**src/include/csp_map.vh**
```
`ifndef CSP_MAP_VH
`define CSP_MAP_VH
// ****************************************
// Register indices (byte address is index times four)
// ****************************************
`define CSP_IDX_PORT_LATCH 8'h80
`define CSP_IDX_STACK_PTR 8'h81
`define CSP_IDX_PTR_LO 8'h82
`define CSP_IDX_PTR_HI 8'h83
`define CSP_IDX_AUX_ONE 8'h84
`define CSP_IDX_RELOAD 8'h86
`define CSP_IDX_POWER 8'h87
`define CSP_IDX_STACK_CMD 8'h90
`define CSP_IDX_SLEEP 8'h91
`define CSP_IDX_ISTAT 8'h92
`define CSP_IDX_IMASK 8'h93
`define CSP_IDX_SERIAL_VIEW 8'h94
`define CSP_WORD_PAD 2'b00
// ****************************************
// Reset values
// ****************************************
`define CSP_RST_PORT_LATCH 8'hFF
`define CSP_RST_STACK_PTR 8'h07
`define CSP_RST_ZERO 8'h00
`define CSP_RST_POWER 8'h10
// ****************************************
// Power control fields
// ****************************************
`define CSP_PWR_BAUD 7
`define CSP_PWR_FSEL 6
`define CSP_PWR_RSVD 5
`define CSP_PWR_PON_FLAG 4
`define CSP_PWR_USER_ONE 3
`define CSP_PWR_USER_ZERO 2
`define CSP_PWR_DOWN 1
`define CSP_PWR_SLEEP 0
// Bits kept by warm reset: only the power-on flag
`define CSP_PWR_WARM_MASK 8'h10
`define CSP_PWR_WMASK 8'hDF
`define CSP_PWR_SLEEP_CLR 8'hFE
// ****************************************
// Stack command port and events
// ****************************************
`define CSP_STK_CMD_HI 9
`define CSP_STK_CMD_LO 8
`define CSP_STK_PUSH 2'h1
`define CSP_STK_POP 2'h2
`define CSP_STK_STEP 8'h01
`define CSP_BYTE_HI 7
`define CSP_EV_DOWN_ENTER 0
`define CSP_EV_IDLE_ENTER 1
`define CSP_EV_WAKE 2
`define CSP_EV_W 3
`endif

```
**src/logic/csp_core_sfr.v**
```verilog
// The APB interface to the registers is this design's own decision.
`timescale 1ns/1ps
`include "csp_map.vh"

// ****************************************
// Plain read-write byte with both resets
// ****************************************
module csp_sfr_byte #(
  parameter DW = 8, // Register width
  parameter [DW-1:0] RST_VAL = `CSP_RST_ZERO // Value after either reset
) (
  input wire ref_clk, // System clock
  input wire arst_n, // Power-on reset, async, active low
  input wire warm_rst_n, // Other resets, synchronous, active low
  input wire wr_en, // Write strobe
  input wire [DW-1:0] wr_data, // Write byte
  output reg [DW-1:0] q // Stored value
);
  always @(posedge ref_clk or negedge arst_n) begin
    if (!arst_n) begin
      q <= RST_VAL;
    end else if (!warm_rst_n) begin
      q <= RST_VAL;
    end else if (wr_en) begin
      q <= wr_data;
    end
  end
endmodule // csp_sfr_byte

// ****************************************
// Core register bank
// ****************************************
module csp_core_sfr #(
  parameter DW = 8 // SFR width
) (
  input wire ref_clk, // System clock
  input wire arst_n, // Power-on reset, async, active low
  input wire warm_rst_n, // Other resets, synchronous, active low
  input wire psel, // APB select
  input wire penable, // APB enable
  input wire pwrite, // APB direction
  input wire [9:0] paddr, // APB byte address
  input wire [31:0] pwdata, // APB write data
  output wire pready, // APB ready
  output reg [31:0] prdata, // APB read data
  output wire pslverr, // APB error, unmapped address
  input wire wake_evt, // Interrupt wake request
  input wire serial_mode_hi_in, // Mode high bit from UART
  input wire framing_err_in, // Framing flag from UART
  output wire [DW-1:0] port_out, // Port latch value
  output wire [15:0] data_pointer, // Active 16-bit pointer
  output wire [DW-1:0] wakeup_reload, // Reload for wake-up timer
  output wire baud_double, // Baud doubling enable
  output wire framing_sel, // Serial bit 7 select
  output wire cpu_clk_en, // CPU clock gate
  output wire periph_clk_en, // Peripheral clock gate
  output wire program_counter_hold, // Program counter suspend
  output wire [DW-1:0] stack_wr_addr, // Address of last push
  output wire irq // Level interrupt
);
  // ****************************************
  // States and storage
  // ****************************************
  localparam ST_RUN = 3'b001;
  localparam ST_IDLE = 3'b010;
  localparam ST_DOWN = 3'b100;
  reg hit;
  reg [DW-1:0] stack_ptr_r;
  reg [DW-1:0] last_push_r;
  reg [DW-1:0] power_r;
  reg ptr_sel_r;
  reg [2:0] state_r;
  reg [2:0] state_nxt;
  reg [`CSP_EV_W-1:0] istat_r;
  reg [`CSP_EV_W-1:0] imask_r;
  wire [DW-1:0] port_latch_q;
  wire [DW-1:0] ptr_lo_pri_q;
  wire [DW-1:0] ptr_hi_pri_q;
  wire [DW-1:0] ptr_lo_sec_q;
  wire [DW-1:0] ptr_hi_sec_q;
  wire [DW-1:0] reload_q;
  // ****************************************
  // Address decode
  // ****************************************
  wire acc = psel & penable;
  wire wr = acc & pwrite;
  wire warm = ~warm_rst_n;
  wire [DW-1:0] wd = pwdata[DW-1:0];
  wire [1:0] stk_cmd = pwdata[`CSP_STK_CMD_HI:`CSP_STK_CMD_LO];
  wire sel_port = paddr == {`CSP_IDX_PORT_LATCH, `CSP_WORD_PAD};
  wire sel_stack = paddr == {`CSP_IDX_STACK_PTR, `CSP_WORD_PAD};
  wire sel_ptr_lo = paddr == {`CSP_IDX_PTR_LO, `CSP_WORD_PAD};
  wire sel_ptr_hi = paddr == {`CSP_IDX_PTR_HI, `CSP_WORD_PAD};
  wire sel_aux = paddr == {`CSP_IDX_AUX_ONE, `CSP_WORD_PAD};
  wire sel_reload = paddr == {`CSP_IDX_RELOAD, `CSP_WORD_PAD};
  wire sel_power = paddr == {`CSP_IDX_POWER, `CSP_WORD_PAD};
  wire sel_stk_cmd = paddr == {`CSP_IDX_STACK_CMD, `CSP_WORD_PAD};
  wire sel_sleep = paddr == {`CSP_IDX_SLEEP, `CSP_WORD_PAD};
  wire sel_istat = paddr == {`CSP_IDX_ISTAT, `CSP_WORD_PAD};
  wire sel_imask = paddr == {`CSP_IDX_IMASK, `CSP_WORD_PAD};
  wire sel_serial = paddr == {`CSP_IDX_SERIAL_VIEW, `CSP_WORD_PAD};
  wire wr_port = wr & sel_port;
  wire wr_stack = wr & sel_stack;
  wire wr_ptr_lo = wr & sel_ptr_lo;
  wire wr_ptr_hi = wr & sel_ptr_hi;
  wire wr_aux = wr & sel_aux;
  wire wr_reload = wr & sel_reload;
  wire wr_power = wr & sel_power;
  wire wr_stk_cmd = wr & sel_stk_cmd;
  wire wr_istat = wr & sel_istat;
  wire wr_imask = wr & sel_imask;
  // Zero wait states: every access phase completes in one cycle
  assign pready = 1'b1;
  assign pslverr = acc & ~hit;
  // ****************************************
  // Port latch and reload byte
  // ****************************************
  csp_sfr_byte #(
    .DW(DW),
    .RST_VAL(`CSP_RST_PORT_LATCH)
  ) u_port_latch (
    .ref_clk(ref_clk),
    .arst_n(arst_n),
    .warm_rst_n(warm_rst_n),
    .wr_en(wr_port),
    .wr_data(wd),
    .q(port_latch_q)
  );
  csp_sfr_byte #(
    .DW(DW),
    .RST_VAL(`CSP_RST_ZERO)
  ) u_reload (
    .ref_clk(ref_clk),
    .arst_n(arst_n),
    .warm_rst_n(warm_rst_n),
    .wr_en(wr_reload),
    .wr_data(wd),
    .q(reload_q)
  );
  // ****************************************
  // Dual data pointer
  // ****************************************
  // Writes land only in the pointer that the select bit makes active
  csp_sfr_byte #(
    .DW(DW),
    .RST_VAL(`CSP_RST_ZERO)
  ) u_ptr_lo_pri (
    .ref_clk(ref_clk),
    .arst_n(arst_n),
    .warm_rst_n(warm_rst_n),
    .wr_en(wr_ptr_lo & ~ptr_sel_r),
    .wr_data(wd),
    .q(ptr_lo_pri_q)
  );
  csp_sfr_byte #(
    .DW(DW),
    .RST_VAL(`CSP_RST_ZERO)
  ) u_ptr_hi_pri (
    .ref_clk(ref_clk),
    .arst_n(arst_n),
    .warm_rst_n(warm_rst_n),
    .wr_en(wr_ptr_hi & ~ptr_sel_r),
    .wr_data(wd),
    .q(ptr_hi_pri_q)
  );
  csp_sfr_byte #(
    .DW(DW),
    .RST_VAL(`CSP_RST_ZERO)
  ) u_ptr_lo_sec (
    .ref_clk(ref_clk),
    .arst_n(arst_n),
    .warm_rst_n(warm_rst_n),
    .wr_en(wr_ptr_lo & ptr_sel_r),
    .wr_data(wd),
    .q(ptr_lo_sec_q)
  );
  csp_sfr_byte #(
    .DW(DW),
    .RST_VAL(`CSP_RST_ZERO)
  ) u_ptr_hi_sec (
    .ref_clk(ref_clk),
    .arst_n(arst_n),
    .warm_rst_n(warm_rst_n),
    .wr_en(wr_ptr_hi & ptr_sel_r),
    .wr_data(wd),
    .q(ptr_hi_sec_q)
  );
  always @(posedge ref_clk or negedge arst_n) begin
    if (!arst_n) begin
      ptr_sel_r <= 1'b0;
    end else if (warm) begin
      ptr_sel_r <= 1'b0;
    end else if (wr_aux) begin
      ptr_sel_r <= wd[0];
    end
  end
  wire [DW-1:0] ptr_lo_act = ptr_sel_r ? ptr_lo_sec_q : ptr_lo_pri_q;
  wire [DW-1:0] ptr_hi_act = ptr_sel_r ? ptr_hi_sec_q : ptr_hi_pri_q;
  assign data_pointer = {ptr_hi_act, ptr_lo_act};
  // ****************************************
  // Stack pointer
  // ****************************************
  wire [DW-1:0] stack_inc = stack_ptr_r + `CSP_STK_STEP;
  wire [DW-1:0] stack_dec = stack_ptr_r - `CSP_STK_STEP;
  always @(posedge ref_clk or negedge arst_n) begin
    if (!arst_n) begin
      stack_ptr_r <= `CSP_RST_STACK_PTR;
      last_push_r <= `CSP_RST_ZERO;
    end else if (warm) begin
      stack_ptr_r <= `CSP_RST_STACK_PTR;
      last_push_r <= `CSP_RST_ZERO;
    end else if (wr_stack) begin
      stack_ptr_r <= wd;
    end else if (wr_stk_cmd && stk_cmd == `CSP_STK_PUSH) begin
      // Increment before store: data goes to the new address
      stack_ptr_r <= stack_inc;
      last_push_r <= stack_inc;
    end else if (wr_stk_cmd && stk_cmd == `CSP_STK_POP) begin
      stack_ptr_r <= stack_dec;
    end
  end
  // ****************************************
  // Power control register
  // ****************************************
  // Reserved bit masked off; power-down wins over idle
  wire [DW-1:0] power_masked = wd & `CSP_PWR_WMASK;
  wire [DW-1:0] power_wd = power_masked[`CSP_PWR_DOWN] ? (power_masked & `CSP_PWR_SLEEP_CLR) : power_masked;
  always @(posedge ref_clk or negedge arst_n) begin
    if (!arst_n) begin
      power_r <= `CSP_RST_POWER;
    end else if (warm) begin
      // Only the power-on flag survives a warm reset
      power_r <= power_r & `CSP_PWR_WARM_MASK;
    end else if (wr_power) begin
      power_r <= power_wd;
    end else if (wake_evt && state_r != ST_RUN) begin
      power_r[`CSP_PWR_DOWN] <= 1'b0;
      power_r[`CSP_PWR_SLEEP] <= 1'b0;
    end
  end
  // ****************************************
  // Sleep state machine
  // ****************************************
  always @* begin
    state_nxt = state_r;
    case (state_r)
      ST_RUN: begin
        if (wr_power && wd[`CSP_PWR_DOWN]) state_nxt = ST_DOWN;
        else if (wr_power && wd[`CSP_PWR_SLEEP]) state_nxt = ST_IDLE;
      end
      ST_IDLE: begin
        if (wake_evt) state_nxt = ST_RUN;
      end
      ST_DOWN: begin
        // Straight back to run, never through idle
        if (wake_evt) state_nxt = ST_RUN;
      end
      default: begin
        state_nxt = ST_RUN;
      end
    endcase
  end
  always @(posedge ref_clk or negedge arst_n) begin
    if (!arst_n) begin
      state_r <= ST_RUN;
    end else if (warm) begin
      state_r <= ST_RUN;
    end else begin
      state_r <= state_nxt;
    end
  end
  assign cpu_clk_en = state_r == ST_RUN;
  assign periph_clk_en = state_r != ST_DOWN;
  assign program_counter_hold = state_r != ST_RUN;
  // ****************************************
  // Interrupts
  // ****************************************
  wire [`CSP_EV_W-1:0] ev;
  wire [`CSP_EV_W-1:0] istat_clr = wr_istat ? pwdata[`CSP_EV_W-1:0] : {`CSP_EV_W{1'b0}};
  assign ev[`CSP_EV_DOWN_ENTER] = state_r == ST_RUN && state_nxt == ST_DOWN;
  assign ev[`CSP_EV_IDLE_ENTER] = state_r == ST_RUN && state_nxt == ST_IDLE;
  assign ev[`CSP_EV_WAKE] = state_r != ST_RUN && state_nxt == ST_RUN;
  always @(posedge ref_clk or negedge arst_n) begin
    if (!arst_n) begin
      istat_r <= {`CSP_EV_W{1'b0}};
      imask_r <= {`CSP_EV_W{1'b0}};
    end else if (warm) begin
      istat_r <= {`CSP_EV_W{1'b0}};
      imask_r <= {`CSP_EV_W{1'b0}};
    end else begin
      // Set beats a simultaneous clear
      istat_r <= (istat_r & ~istat_clr) | ev;
      if (wr_imask) imask_r <= pwdata[`CSP_EV_W-1:0];
    end
  end
  assign irq = |(istat_r & imask_r);
  // ****************************************
  // Read mux
  // ****************************************
  wire serial_bit7 = power_r[`CSP_PWR_FSEL] ? framing_err_in : serial_mode_hi_in;
  always @* begin
    hit = 1'b1;
    prdata = 32'h00000000;
    if (sel_port) begin
      prdata[DW-1:0] = port_latch_q;
    end else if (sel_stack) begin
      prdata[DW-1:0] = stack_ptr_r;
    end else if (sel_ptr_lo) begin
      prdata[DW-1:0] = ptr_lo_act;
    end else if (sel_ptr_hi) begin
      prdata[DW-1:0] = ptr_hi_act;
    end else if (sel_aux) begin
      prdata[0] = ptr_sel_r;
    end else if (sel_reload) begin
      prdata[DW-1:0] = reload_q;
    end else if (sel_power) begin
      prdata[DW-1:0] = power_r & `CSP_PWR_WMASK;
    end else if (sel_stk_cmd) begin
      prdata[DW-1:0] = last_push_r;
    end else if (sel_sleep) begin
      prdata[2:0] = state_r;
    end else if (sel_istat) begin
      prdata[`CSP_EV_W-1:0] = istat_r;
    end else if (sel_imask) begin
      prdata[`CSP_EV_W-1:0] = imask_r;
    end else if (sel_serial) begin
      prdata[0] = serial_bit7;
    end else begin
      hit = 1'b0;
    end
  end
  // ****************************************
  // Outputs
  // ****************************************
  assign port_out = port_latch_q;
  // No guard on the reload value: the prescaler lives elsewhere
  assign wakeup_reload = reload_q;
  assign baud_double = power_r[`CSP_PWR_BAUD];
  assign framing_sel = power_r[`CSP_PWR_FSEL];
  assign stack_wr_addr = last_push_r;
endmodule // csp_core_sfr

```
**config.mk**
```make
export PLATFORM = sky130hd
export DESIGN_NAME = csp_core_sfr
export DESIGN_NICKNAME = d
export VERILOG_FILES = /design/src/logic/csp_core_sfr.v
export VERILOG_INCLUDE_DIRS = /design/src /design/src/include
export SDC_FILE = /design/constraint.sdc
export NUM_CORES = 1
export LEC_CHECK = 0
export BUFFER_PORTS_ARGS = -buffer_cell sky130_fd_sc_hd__buf_4
export CAP_MARGIN = 10
export CORE_MARGIN = 3
export CORE_UTILIZATION = 30
export DETAILED_ROUTE_END_ITERATION = 12
export PLACE_DENSITY = 0.59
export SETUP_SLACK_MARGIN = 0.3
export SLEW_MARGIN = 20
export SYNTH_ARGS = -nofsm -noshare
export SYNTH_HDL_FRONTEND = slang
export SYNTH_SLANG_ARGS = --single-unit
export TNS_END_PERCENT = 30
```
**constraint.sdc**
```tcl
create_clock -name ref_clk -period 2.3 [get_ports ref_clk]
set_input_delay 0.23 -clock ref_clk [delete_from_list [all_inputs] [get_ports ref_clk]]
set_output_delay 0.23 -clock ref_clk [all_outputs]
set_load 0.01 [all_outputs]
```
==> key figures <==
Status
  • Status: finished, violations left
  • Violations in the final reports: negative setup slack

Clocking
  • H-tree Lvls: 3
  • Max Buffers Root-to-Sink: 2
  • Clock Pin Slew Worst Setup and Hold Paths: 0.06 ns
  • Total CTS buffers: 9
  • Latest clock arrival within the worst-skew pair: 0.35 ns
  • Clock tree from TritonCTS: done
  • CTS sink cnt: 81
  • Clk root buf: sky130_fd_sc_hd__clkbuf_16

Min path
  • Class of the tightest hold or removal check: primary input to flip-flop
  • Critical hold path startpoint: pwdata[4]
  • Cell count of the worst hold path: 3
  • Hold EP: power_r[4]$_DFFE_PN1P_

Global routing
  • Largest net degree at the start of global routing: 50
  • Overall overflow remaining after global route: 0
  • Global-route wire length before repair: 26700 µm
  • Number of global-route vias before repair: 4754
  • Overall global routing resource usage: 0.190
  • Initial antenna violation count: 0

Critical path
  • Reg2Reg Launch Point: stack_ptr_r[1]$_DFFE_PN1P_
  • Critical path endpoint category: output pin
  • Critical path launch point type: flip-flop
  • Worst setup path class: flip-flop to output pin
  • Setup slack of the most critical reg-to-reg path: 0.41 ns
  • Largest driver fanout on the critical path: 8
  • Required @ worst endpoint: 2.07 ns
  • Data arrival time of the critical path: 2.09 ns
  • Critical R2R Capture: stack_ptr_r[5]$_DFFE_PN0P_
  • Number of cell instances on the worst register-to-register path: 5

Detailed routing
  • First DRT Iteration DRCs: 272
  • Routed via count divided by cell count: 5.20
  • Number of vias after detailed routing: 4703
  • Number of remaining DRC errors: 0
  • Average wire length per cell after detail routing: 19.3 µm
  • Final wirelength: 17400 µm
  • First-pass DRT Iterations: 5
  • Post-route ant nets: 0

STA
  • Final setup violating endpoints: 2
  • Upper clock frequency limit: 431 MHz
  • Hold violation count in the final report: 0
  • Ratio of final minimum period to clock period: 1.01
  • Worst-case setup margin in the final layout: -0.0209 ns
  • Crit path time final: 2.32 ns
  • Worst rel slew slack: 0.652
  • Post-Route Hold Slack: 0.197 ns
  • Setup Skew: 0.00818 ns
  • Worst slew pin tran: 0.522 ns
  • Number of max-slew violations in the final report: 0
  • Summed negative setup slack over all endpoints: -0.0343 ns
  • Setup repair after global routing missed its margin: yes

Logic synthesis
  • Post-synth top area share: 0.340
  • EDFF count, synth: 0
  • Summed instance area of the synthesized netlist: 5010 µm²
  • Number of different library cells in the post-synthesis netlist: 61
  • Number of standard cells after synthesis: 558
  • Share of the yosys chip area belonging to registers: 0.408
  • Dominant cells by area after synthesis: sky130_fd_sc_hd__dfrtp_1 34%, sky130_fd_sc_hd__mux2i_1 9.8%, sky130_fd_sc_hd__dfstp_2 6.8%
  • Dominant cell by count in the synthesized netlist: sky130_fd_sc_hd__nor2_1
  • Post-synthesis area per instance: 8.98 µm²
  • Dominant register cell in the synthesized netlist: sky130_fd_sc_hd__dfrtp_1
  • Share of synthesized registers carrying an async set or reset: 1.00
  • #FFs+latches synth: 81
  • Largest area contributor in the netlist: sky130_fd_sc_hd__dfrtp_1
  • Most instantiated cells after synthesis: 73 x sky130_fd_sc_hd__nor2_1, 68 x sky130_fd_sc_hd__dfrtp_1, 55 x sky130_fd_sc_hd__nand2_1, 49 x sky130_fd_sc_hd__mux2i_1, 34 x sky130_fd_sc_hd__a21oi_1
  • Yosys warns: 0

Placed design
  • Number of placed instances with taps included: 870
  • I/O Buffers: 83
  • DP Wirelength: 12800 µm
  • Gp weighted congestion: 0.940

Die
  • Die boundary height: 135 µm
  • Number of top-level pins: 131
  • Rows: 46
  • Die X: 135 µm
  • Effective utilization at floorplan: 0.311
  • Area of the core: 16100 µm²
  • Die footprint: 18300 µm²

Finish
  • Number of diodes: 0
  • Filler-free cell count of the finished design: 904
  • Nets: 736
  • Proportion of layout cells with a drive suffix above 1: 0.366
  • Synth-to-Final Area Change: 36.4%
  • Register area: 2050 µm²
  • Number of filler instances in the final layout: 1581
  • Area of combinational cells with multiple inputs: 2950 µm²

Power
  • Power Total: 3.05 mW
  • Power Dens Cells: 446 nW/µm²
  • Worst IR Drop VDD: 0.000315 V
  • Static Leak: 3.28 nW

Flow run
  • Max Cap Viol: 0
per-stage QoR:
stage          utilization  area [µm²]  setup slack [ns]
3_5_place_dp         0.378        6090            -0.192
5_1_grt              0.424        6830           -0.0749
6_report             0.424        6830           -0.0209
2_1_floorplan            -        5120             0.147
3_3_place_gp         0.378        6090            -0.176
4_1_cts              0.406        6550           0.00861
layer usage:
metal,vias up,global-route usage,part of all wire
met5,-,0,0
met4,0,0.0616,0.021
met3,21,0.0345,0.055
met2,176,0.309,0.48
met1,2340,0.259,0.45
li1,2166,-,-
kinds of logic after synthesis:
family                   after synthesis  share of synthesized area
XOR/XNOR                              11                     0.0192
flip-flops                            81                      0.408
adder cells (fa/ha/maj)                2                    0.00500
AO/OA/AOI/OAI                         98                      0.126
buffers and inverters                 77                     0.0784
AND/OR/NAND/NOR                      216                      0.210
multiplexers                          71                      0.152
other                                  2                    0.00150
power breakdown:
group	internal, mW	leakage, nW	switching [mW]
clock network	0.763	0.133	0.579
registers	1.43	1.08	0.000161
logic	0.0931	2.06	0.189
cell usage in the layout (no fill, tap or decap), drive strengths merged, types with 8 or more instances in the layout:
cell type	synthesis	layout
mux2	20	20
nor3	16	16
dfstp	13	13
dfrtp	68	68
nor2	74	74
o22ai	8	8
conb	2	25
nand3	17	17
o21ai	18	18
a21oi	34	34
mux2i	49	49
nand2	55	55
buf	32	154
inv	13	12
clkbuf	32	12
and3	9	9
layout make-up:
class | count | share of cell area
Clock buffer | 12 | 0.0361
Clock inverter | 4 | 0.00439
Inverter | 13 | 0.00714
Multi-Input combinational cell | 423 | 0.431
Sequential cell | 81 | 0.299
Tap cell | 216 | 0.0396
Timing Repair Buffer | 155 | 0.182
repair_timing:
action                     4_1_cts  5_1_grt
resized for setup               26       43
hold endpoints to repair        27        0
hold buffers                     1        0
setup endpoints to repair       17       36
setup buffers                    5       12
gates cloned                     0        0
pin swaps                        5        8
how the worst max path moves through the flow:
stage,startpoint,endpoint,slack (ns),cells after the start
6_report,ptr_sel_r$_DFFE_PN0P_,prdata[5],-0.02,7
5_1_grt,ptr_sel_r$_DFFE_PN0P_,prdata[5],-0.07,7
2_1_floorplan,paddr[7],u_ptr_lo_pri.q[0]$_DFFE_PN0P_,0.15,7
4_1_cts,ptr_sel_r$_DFFE_PN0P_,prdata[4],0.009,7
3_5_place_dp,paddr[3],prdata[4],-0.19,9
3_3_place_gp,paddr[3],prdata[4],-0.18,9
state kept, by name, indices dropped and copies added (netlist names):
name,cells
u_ptr_lo_sec.q,8
stack_ptr_r,8
u_ptr_hi_pri.q,8
ptr_sel_r,1
u_port_latch.q,8
istat_r,3
stack_wr_addr,8
imask_r,3
u_ptr_lo_pri.q,8
u_reload.q,8
state_r,3
u_ptr_hi_sec.q,8
power_r,7
critical path, stage by stage (launching register included):
cell and delay, ns:
sky130_fd_sc_hd__dfrtp_2 0.44, sky130_fd_sc_hd__buf_12 0.15, sky130_fd_sc_hd__buf_4 0.13, sky130_fd_sc_hd__mux2_2 0.31
sky130_fd_sc_hd__a21oi_1 0.17, sky130_fd_sc_hd__a2bb2oi_1 0.28, sky130_fd_sc_hd__o22ai_1 0.12, sky130_fd_sc_hd__buf_4 0.15
Power figures use the tool's default switching activity.
